==> config.mk <==
export PLATFORM = sky130hd
export DESIGN_NAME = rcs_ref_clock_select
export DESIGN_NICKNAME = d
export VERILOG_FILES = /design/src/inc/rcs_pkg.sv /design/src/design/rcs_ref_clock_select.sv
export SDC_FILE = /design/constraint.sdc
export NUM_CORES = 1
export LEC_CHECK = 0
export BUFFER_PORTS_ARGS = -buffer_cell sky130_fd_sc_hd__buf_2
export CORE_MARGIN = 4
export CORE_UTILIZATION = 35
export DETAILED_ROUTE_END_ITERATION = 8
export GPL_TIMING_DRIVEN = 0
export SETUP_SLACK_MARGIN = 0.2
export SYNTH_ARGS = -nofsm -noshare
export SYNTH_HDL_FRONTEND = slang
export SYNTH_SLANG_ARGS = --single-unit
==> constraint.sdc <==
create_clock -name clk_sys -period 4.3 [get_ports clk_sys]
set_clock_uncertainty 0.1 [all_clocks]
set_input_delay 1.29 -clock clk_sys [delete_from_list [all_inputs] [get_ports clk_sys]]
set_output_delay 1.29 -clock clk_sys [all_outputs]
set_load 0.01 [all_outputs]
==> src/inc/rcs_pkg.sv <==
package rcs_pkg;
  localparam int unsigned CLK_PERIOD_NS   = 50;
  localparam int unsigned DET_WINDOW_NS   = 10000;
  localparam int unsigned DET_WINDOW_CYC  = DET_WINDOW_NS / CLK_PERIOD_NS;
  localparam int unsigned DET_MIN_TOGGLES = 16;
  localparam int unsigned NUM_SLOTS       = 8;
  localparam int unsigned TRIG_LINES      = 8;
  localparam int unsigned NUM_SRC         = 3;
  localparam int unsigned SRC_TIMING      = 0;
  localparam int unsigned SRC_COAX        = 1;
  localparam int unsigned SRC_OSC         = 2;
  localparam logic [7:0]  TOG_RESET       = 8'h00;
  localparam logic [NUM_SRC-1:0] PRESENT_RESET = 3'h0;

  typedef enum logic [1:0] {
    REF_INTERNAL,
    REF_COAX,
    REF_TIMING
  } rcs_ref_sel_type;

  typedef struct packed {
    logic osc_running_lamp;
    logic ext_ref_present_lamp;
    logic pll_locked_lamp;
  } rcs_lamps_type;
endpackage : rcs_pkg

==> src/design/rcs_ref_clock_select.sv <==
`timescale 1ns/10ps
module rcs_ref_clock_select
  import rcs_pkg::*;
#(
  parameter int unsigned SLOTS   = NUM_SLOTS,
  parameter int unsigned TRIGS   = TRIG_LINES,
  parameter int unsigned WIN_CYC = DET_WINDOW_CYC,
  parameter int unsigned MIN_TOG = DET_MIN_TOGGLES
) (
  input  wire logic             clk_sys,
  input  wire logic             rstn,
  input  wire logic             clk_en,
  input  wire logic             timing_clk_in,
  input  wire logic             coax_clk_in,
  input  wire logic             osc_clk_in,
  input  wire logic             pll_lock_in,
  input  wire logic [SLOTS*TRIGS-1:0] slot_trig_drive,
  input  wire logic [SLOTS-1:0] slot_local_out,
  output logic      [SLOTS-1:0] slot_clk10,
  output logic      [SLOTS-1:0] slot_clk100_en,
  output logic                  pll_ref,
  output logic                  pll_use_ext,
  output logic                  ref_coax_out,
  output rcs_lamps_type         lamps,
  output rcs_ref_sel_type       ref_sel,
  output logic      [TRIGS-1:0] trig_bus,
  output logic      [SLOTS-1:0] local_from_left,
  output logic      [SLOTS-1:0] local_from_right
);

  localparam int unsigned PINS = NUM_SRC + 1 + SLOTS*TRIGS + SLOTS;

  ////////////////////////////////////////////////////////////////////////////
  // pin synchronisers
  logic [PINS-1:0] meta_r;
  logic [PINS-1:0] sync_r;
  logic [PINS-1:0] pins_in;

  assign pins_in = {slot_local_out, slot_trig_drive, pll_lock_in,
                    osc_clk_in, coax_clk_in, timing_clk_in};

  always_ff @(posedge clk_sys or negedge rstn) begin
    if (!rstn) begin
      meta_r <= '0;
      sync_r <= '0;
    end else if (clk_en) begin
      meta_r <= pins_in;
      sync_r <= meta_r;
    end
  end

  logic [NUM_SRC-1:0]     src_lvl;
  logic                   lock_lvl;
  logic [SLOTS*TRIGS-1:0] trig_lvl;
  logic [SLOTS-1:0]       local_lvl;

  assign src_lvl   = sync_r[NUM_SRC-1:0];
  assign lock_lvl  = sync_r[NUM_SRC];
  assign trig_lvl  = sync_r[NUM_SRC+1 +: SLOTS*TRIGS];
  assign local_lvl = sync_r[NUM_SRC+1+SLOTS*TRIGS +: SLOTS];

  ////////////////////////////////////////////////////////////////////////////
  // activity detection and source choice
  logic [15:0]             win_r,     win_nxt;
  logic [NUM_SRC-1:0]      prev_r,    prev_nxt;
  logic [NUM_SRC-1:0][7:0] tog_r,     tog_nxt;
  logic [NUM_SRC-1:0]      present_r, present_nxt;
  rcs_ref_sel_type         sel_r,     sel_nxt;
  logic                    div_r,     div_nxt;
  logic                    ref_lvl_r, ref_lvl_nxt;
  logic                    win_end;

  assign win_end = (win_r == 16'(WIN_CYC - 1));

  always_comb begin
    win_nxt     = win_end ? 16'h0000 : win_r + 16'h0001;
    prev_nxt    = src_lvl;
    tog_nxt     = tog_r;
    present_nxt = present_r;
    for (int i = 0; i < NUM_SRC; i++) begin
      if (win_end) begin
        present_nxt[i] = (tog_r[i] >= 8'(MIN_TOG));
        tog_nxt[i]     = TOG_RESET;
      end else if (src_lvl[i] != prev_r[i] && tog_r[i] != 8'hff) begin
        tog_nxt[i] = tog_r[i] + 8'h01;
      end
    end
    if (present_r[SRC_TIMING]) begin
      sel_nxt = REF_TIMING;
    end else if (present_r[SRC_COAX]) begin
      sel_nxt = REF_COAX;
    end else begin
      sel_nxt = REF_INTERNAL;
    end
    div_nxt = ~div_r;
    unique case (sel_r)
      REF_TIMING:   ref_lvl_nxt = src_lvl[SRC_TIMING];
      REF_COAX:     ref_lvl_nxt = src_lvl[SRC_COAX];
      REF_INTERNAL: ref_lvl_nxt = div_r;
      default:      ref_lvl_nxt = div_r;
    endcase
  end

  always_ff @(posedge clk_sys or negedge rstn) begin
    if (!rstn) begin
      win_r     <= 16'h0000;
      prev_r    <= '0;
      tog_r     <= '0;
      present_r <= PRESENT_RESET;
      sel_r     <= REF_INTERNAL;
      div_r     <= 1'b0;
      ref_lvl_r <= 1'b0;
    end else if (clk_en) begin
      win_r     <= win_nxt;
      prev_r    <= prev_nxt;
      tog_r     <= tog_nxt;
      present_r <= present_nxt;
      sel_r     <= sel_nxt;
      div_r     <= div_nxt;
      ref_lvl_r <= ref_lvl_nxt;
    end
  end

  ////////////////////////////////////////////////////////////////////////////
  // distribution, pll control, lamps, trigger and local bus
  logic [SLOTS-1:0] clk10_r,   clk10_nxt;
  logic [SLOTS-1:0] c100_r,    c100_nxt;
  logic             pref_r,    pref_nxt;
  logic             pext_r,    pext_nxt;
  logic             coax_r,    coax_nxt;
  rcs_lamps_type    lamps_r,   lamps_nxt;
  logic [TRIGS-1:0] trig_r,    trig_nxt;
  logic [SLOTS-1:0] lleft_r,   lleft_nxt;
  logic [SLOTS-1:0] lright_r,  lright_nxt;

  // high while an external source drives the reference
  function automatic logic is_ext(input rcs_ref_sel_type s);
    return (s != REF_INTERNAL);
  endfunction : is_ext

  always_comb begin
    for (int s = 0; s < SLOTS; s++) begin
      clk10_nxt[s]  = ref_lvl_r;
      c100_nxt[s]   = lock_lvl | !is_ext(sel_r);
      lleft_nxt[s]  = (s == 0) ? 1'b0 : local_lvl[s-1];
      lright_nxt[s] = (s == SLOTS-1) ? 1'b0 : local_lvl[s+1];
    end
    trig_nxt = '0;
    for (int s = 0; s < SLOTS; s++) begin
      trig_nxt = trig_nxt | trig_lvl[s*TRIGS +: TRIGS];
    end
    pref_nxt = ref_lvl_r;
    pext_nxt = is_ext(sel_r);
    coax_nxt = ref_lvl_r;
    lamps_nxt.osc_running_lamp     = present_r[SRC_OSC];
    lamps_nxt.ext_ref_present_lamp = present_r[SRC_TIMING] | present_r[SRC_COAX];
    lamps_nxt.pll_locked_lamp      = lock_lvl & is_ext(sel_r);
  end

  always_ff @(posedge clk_sys or negedge rstn) begin
    if (!rstn) begin
      clk10_r  <= '0;
      c100_r   <= '0;
      pref_r   <= 1'b0;
      pext_r   <= 1'b0;
      coax_r   <= 1'b0;
      lamps_r  <= '0;
      trig_r   <= '0;
      lleft_r  <= '0;
      lright_r <= '0;
    end else if (clk_en) begin
      clk10_r  <= clk10_nxt;
      c100_r   <= c100_nxt;
      pref_r   <= pref_nxt;
      pext_r   <= pext_nxt;
      coax_r   <= coax_nxt;
      lamps_r  <= lamps_nxt;
      trig_r   <= trig_nxt;
      lleft_r  <= lleft_nxt;
      lright_r <= lright_nxt;
    end
  end

  assign slot_clk10       = clk10_r;
  assign slot_clk100_en   = c100_r;
  assign pll_ref          = pref_r;
  assign pll_use_ext      = pext_r;
  assign ref_coax_out     = coax_r;
  assign lamps            = lamps_r;
  assign ref_sel          = sel_r;
  assign trig_bus         = trig_r;
  assign local_from_left  = lleft_r;
  assign local_from_right = lright_r;
endmodule : rcs_ref_clock_select

==> results.cfg, run 1 <==
[clock_tree]
postCtsSetupBuffers = 0
cts_tree = done
clkSinkCount = 224
root_buffer = clkbuf_16
clock_latency_ns = 0.51
h-tree-depth = 1
hold_buffers = 0
clkSlewWorstSetupHoldPaths_ns = 0.06
cts_buffers = 24
cts_resized = 0
cts.path.max_buffers = 3

[worst_setup_path]
crit_family = flip-flops
arrival_ns = 1.39
crit_path_max_fanout = 9
end_kind = primary output
r2r_start = win_r[0]
required_ns = 2.91
crit_path_max_incr_delay_ns = 0.58
setup.worst_path.start = slot_clk100_en[0]
cp-start-kind = register
crit_chain = buf_4 > buf_2
critPathKind = reg -> out
rr_worst_depth = 6
critical_path.slowest_cell = dfrtp_1
path_buf_inv = 2
path_depth = 2

[pwr]
vdd_drop_max_uv = 316
power.leakage_nw = 5.00
power.density_nw_per_um2 = 496

[hold_path]
hp-class = reg -> reg
hold_start = div_r
hold_depth = 1

[sta]
worst_slack_ns = 1.52
holdWs_ns = 0.377
finalCritPeriodShare_pct = 64.6
max_freq_mhz = 360
worst_pin_slew_ns = 0.704
slew_headroom_pct = 53.1
maxSlewViolCount = 0
fin_tns_setup_ns = 0
report.final.setup_viol = 0
grt_setup_unrepaired = false
min_period_ns = 2.78
hold_viol = 0

[synthesis]
async_reset_ff_share_pct = 100
synthSimpleGateAreaFrac_pct = 7.65
synth_xor_area_share_pct = 1.59
muxShareOfSynthArea_pct = 20.7
syn_avg_cell_area_um2 = 13.4
synth_edf_count = 0
ys_top_cells_by_area = dfrtp_1, mux2_2, buf_4
synth_area_leader_cell = dfrtp_1
synth-compound-area-share_pct = 4.61
ys.flop_type = dfrtp_1
synth_top_area_share_pct = 60.0
synth_seq_cells = 224
synth_cell_types = 46
synth_fa_ha_area_share_pct = 1.34
synth_top_family_by_area = multiplexers
syn_inst = 699
synth_seq_area_share_pct = 60.0
yosys_warnings = 0
synth_area_um2 = 9340

[die]
die_area_um2 = 29400
core_area_um2 = 26100
io_pins = 127
num_rows = 59
die_y_um = 171
initial_core_util_pct = 35.7
die_x_um = 171

[drt]
detail_route.first_pass.iterations = 5
drtIter0Drc = 253
dr_total_vias = 5866
drc = 0
wl_um = 20100
routedWlPerCell_um = 16.7
ant_nets = 0
vias_per_cell = 4.88

[global_route]
track_usage_pct = 13.8
grt_max_degree = 92
grt_pass1_wl_um = 32500
antenna_found_initial = 0
grt.overflow.total = 0
first_global_vias = 6065

[finish]
syn_to_final_growth_pct = 20.3
final_core_util_pct = 43.0
nFillCells = 2488
insertedDiodeCount = 0
drive_above_1_share_pct = 44.2
instances_no_fill = 1202
layout.nets = 941

[status]
outcome = finished, final reports clean

[placed_design]
post-dp-hpwl_um = 14100
place_worst_setup_slack_ns = 0.980
dp.cells = 1161
port_buffers = 124
routabilityCongestion = 0.811

[flow_run]
max_cap_violations = 0
[per-stage QoR]
stage          power, mW  cell area [um2]
6_report            5.58            11200
5_1_grt             5.87            11200
4_1_cts             5.65            11200
3_5_place_dp        3.58            10400
3_3_place_gp        3.55            10400
2_1_floorplan       3.25             9340
[layout by cell type, fill, tap and decap left out, drive strengths merged, types with 2 or more instances in the layout]
| cell type | instances |
|---|---|
| a21o | 5 |
| a21oi | 13 |
| a22o | 5 |
| a31oi | 20 |
| and3 | 6 |
| and4 | 2 |
| buf | 171 |
| clkbuf | 45 |
| clkinv | 3 |
| conb | 2 |
| dfrtp | 224 |
| ha | 10 |
| inv | 15 |
| mux2 | 170 |
| mux2i | 2 |
| nand2 | 20 |
| nand3 | 16 |
| nand3b | 2 |
| nand4 | 12 |
| nor2 | 40 |
| nor2b | 3 |
| nor3 | 8 |
| nor4 | 22 |
| o211ai | 2 |
| o21ai | 15 |
| o31ai | 2 |
| xnor2 | 10 |
| xor2 | 7 |
[power breakdown]
part / switching (mW) / leakage (nW) / internal, mW
logic: 0.383 / 1.94 / 0.477
registers: 0.256 / 2.66 / 2.42
clock network: 0.805 / 0.394 / 1.24
total: 1.44 / 5.00 / 4.13
[Yosys cell counts (2+ instances only)]
library cell	instances
and4_1	2
nand2_1	20
nor4_1	22
o31ai_1	2
and3_1	6
clkbuf_1	8
buf_4	24
a22o_1	5
dfrtp_1	224
a31oi_1	20
xnor2_1	10
nand3_1	16
ha_1	10
mux2_2	170
a21o_1	5
o21ai_0	15
nor2b_1	3
inv_1	14
nand3b_1	2
nor2_1	40
mux2i_1	2
buf_2	19
xor2_1	7
nor3_1	8
a21oi_1	13
nand4_1	12
[flip-flops by register name, summed over array words and instances, names as in the netlist]
| signal | cells |
|---|---|
| local_from_left | 1 |
| ref_sel | 2 |
| pll_use_ext | 1 |
| prev_r | 3 |
| pll_ref | 1 |
| slot_clk100_en | 1 |
| sync_r | 76 |
| present_r | 3 |
| div_r | 1 |
| coax_nxt | 1 |
| trig_bus | 8 |
| win_r | 16 |
| tog_r | 24 |
| local_from_right | 7 |
| lamps | 3 |
| meta_r | 76 |
[final timing paths]
check	endpoint	slack (ns)
setup / recovery	slot_clk100_en[1]	1.52
hold / removal	div_r	0.38
setup reg to reg	tog_r[16]	2.10
hold reg to reg	div_r	0.38
max in group asynchronous	sync_r[34]	2.69
min in group asynchronous	sync_r[71]	0.61
[cell type report]
| cell class | count | area (um2) | area share (%) |
|---|---|---|---|
| multi-input cells | 408 | 3360 | 29.9 |
| repair buffers | 126 | 686 | 6.10 |
| clock inverters | 5 | 53.8 | 0.479 |
| flip-flops and latches | 224 | 5610 | 49.9 |
| plain buffers | 54 | 325 | 2.89 |
| well taps | 335 | 419 | 3.73 |
| clock buffers | 36 | 737 | 6.56 |
| inverters | 14 | 52.6 | 0.468 |
[kinds of logic after synthesis]
kind of cell,Yosys count
AOI/OAI and AO/OA,68
xor gates and xnor gates,17
adders and majority gates,10
buffers and inverters,68
DFF,224
muxes,172
other,1
and+or+nand+nor,139
[routing by layer]
| metal | part of all wire (%) | track usage, % | vias to the layer above |
|---|---|---|---|
| met1 | 45 | 18.7 | 2940 |
| li1 | - | - | 2774 |
| met5 | 0 | 0 | - |
| met4 | 1.1 | 2.72 | 0 |
| met3 | 5.4 | 2.80 | 16 |
| met2 | 48 | 23.2 | 136 |
Note: power is estimated with default switching activity, not from simulation.
==> run 2: changes to the inputs <==
- ABC_AREA: not set -> 1
- clock period: 4.3 -> 2.7 ns (I/O delays scaled with it)
==> run 2 against run 1 <==
Synthesized area increased by 5.7%. Synthesized cell count increased by 71%. First-iteration DRC count increased by 110%. Count of clock-buffer cells in the layout decreased by 6. Sequential share of layout area decreased by 3.0 points. Non-clock buffer count increased by 17. Combinational power increased by 56%. Utilization about the same. Critical endpoint is now slot_clk10[7]. Largest power group unchanged. Highest routed layer unchanged.
==> results.cfg, run 2 <==
[drt]
dr_total_vias = 7817
drtIter0Drc = 542
detail_route.first_pass.iterations = 5
ant_nets = 0
drc = 0
wl_um = 23900
routedWlPerCell_um = 13.7
vias_per_cell = 4.49

[worst_setup_path]
r2r_setup_slack_ns = 1.01
rr_worst_depth = 8
arrival_ns = 1.34
crit_path_max_fanout = 11
worst_r2r_endpoint = tog_r[4]
end_kind = primary output
cp-start-kind = register
required_ns = 1.79
r2r_start = win_r[0]
critPathKind = reg -> out
endpoint = slot_clk10[7]
setup.worst_path.start = pll_ref

[pwr]
vdd_drop_max_uv = 486
power.leakage_nw = 6.34
power.density_nw_per_um2 = 779

[global_route]
grt_max_degree = 96
track_usage_pct = 15.7
grt_pass1_wl_um = 39500
use_met2_pct = 26.3
grt_use_met3_pct = 2.18
first_global_vias = 7565
busiest_layer = met2
antenna_found_initial = 0
grt.overflow.total = 0
gr-usage-met1_pct = 21.7

[sta]
max_freq_mhz = 444
worst_pin_slew_ns = 0.549
finalCritPeriodShare_pct = 83.4
maxSlewViolCount = 0
min_period_ns = 2.25
grt_setup_unrepaired = false
report.final.setup_viol = 0
slew_headroom_pct = 63.4
holdWs_ns = 0.124
hold_viol = 0
fin_tns_setup_ns = 0

[clock_tree]
hold_buffers = 0
cts.path.max_buffers = 3
postCtsSetupBuffers = 0
clkSlewWorstSetupHoldPaths_ns = 0.06
cts_tree = done
clock_latency_ns = 0.51
cts_resized = 0
clkSinkCount = 224
h-tree-depth = 1
cts_buffers = 25
root_buffer = clkbuf_16

[finish]
regArea_um2 = 5610
instances_no_fill = 1742
multi_input_area_um2 = 3440
nFillCells = 2760
final_common_cell = nand2_1
drive_above_1_share_pct = 17.8
insertedDiodeCount = 0
syn_to_final_growth_pct = 21.1
top_regs = meta_r (76), sync_r (76), tog_r (24)
layout.nets = 1437
mostFrequentLayoutCells = nand2_1, dfrtp_1, buf_2

[placed_design]
post-dp-hpwl_um = 17200
routabilityCongestion = 0.793
dp.cells = 1699
port_buffers = 123

[flow_run]
max_cap_violations = 0

[synthesis]
synth_common_cells = nand2_1, dfrtp_1, inv_1
syn_avg_cell_area_um2 = 8.26
synth_seq_area_share_pct = 56.8
synth_area_leader_cell = dfrtp_1
synth_edf_count = 0
syn_inst = 1195
synth_top_area_share_pct = 56.8
ys_top_cells_by_area = dfrtp_1, nand2_1, inv_1
ys.flop_type = dfrtp_1
synth_area_um2 = 9870
synth_cell_types = 27
synth_seq_cells = 224
async_reset_ff_share_pct = 100
yosysMostFrequentCell = nand2_1
yosys_warnings = 0

[die]
core_area_um2 = 27800
io_pins = 127
initial_core_util_pct = 35.5
die_area_um2 = 31000
die_x_um = 176
die_y_um = 176
num_rows = 61

[hold_path]
hp-class = in -> async

[status]
outcome = finished, final reports clean
run 2: cell types whose count changed after synthesis, moves of 20 or more:
| cell | before | now |
|---|---|---|
| a31oi_1 | 20 | 0 |
| mux2_2 | 170 | 0 |
| o21ai_0 | 15 | 66 |
| inv_1 | 14 | 97 |
| nand3_1 | 16 | 51 |
| nor2_1 | 40 | 67 |
| nand2_1 | 20 | 527 |
run 2: cell type report:
cell class	count	share of cell area (%)
timing repair buffer	125	5.69
inverter	100	3.14
multi-input combinational	800	28.8
buffer	72	3.79
clock buffer	30	5.64
sequential	224	46.9
clock inverter	13	2.07
tap	378	3.96
run 2: metal layers:
layer	wire length, um	share of wire (%)	vias to the layer above
li1	-	-	3966
met1	11300	47	3696
met2	11400	48	123
met3	796	3.3	32
met4	423	1.8	0
met5	0	0	-
run 2: worst min path at each step:
stage,from,endpoint,slack [ns],cells after the start
floorplan,div_r,div_r,0.34,1
global placement,lamps[2],lamps[2],0.35,2
detailed placement,div_r,div_r,0.35,1
CTS,rstn,tog_r[20],0.13,1
global route,rstn,tog_r[16],0.15,1
finish,rstn,tog_r[18],0.12,1
run 2: kinds of logic after synthesis:
group / share of synthesized area (%)
AND/OR/NAND/NOR: 27.9
flip-flops: 56.8
buffers and inverters: 8.39
AO/OA/AOI/OAI: 4.31
XOR/XNOR: 1.33
adder cells (fa/ha/maj): 1.27
other: 0.0380
run 2: critical path: stages, from the launching register on:
cell and delay [ns]:
dfrtp_1 0.54, buf_4 0.17, buf_2 0.12
run 2: through the flow:
step	util [%]	total power [mW]	setup WS (ns)	instance area, um2
detailed placement	39.7	5.58	0.468	11000
CTS	43.0	9.41	0.406	12000
finish	43.0	9.32	0.449	12000
global route	43.0	9.81	0.365	12000
floorplan	-	5.05	0.944	9880
global placement	39.5	5.53	-3.39	11000
run 2: where the power goes:
| part | internal (mW) | switching (mW) | total, mW | leakage (nW) |
|---|---|---|---|---|
| sequential | 3.79 | 0.377 | 4.17 | 2.77 |
| clock | 2.44 | 1.37 | 3.81 | 0.455 |
| combinational | 0.548 | 0.788 | 1.34 | 3.12 |
| total | 6.78 | 2.53 | 9.32 | 6.34 |
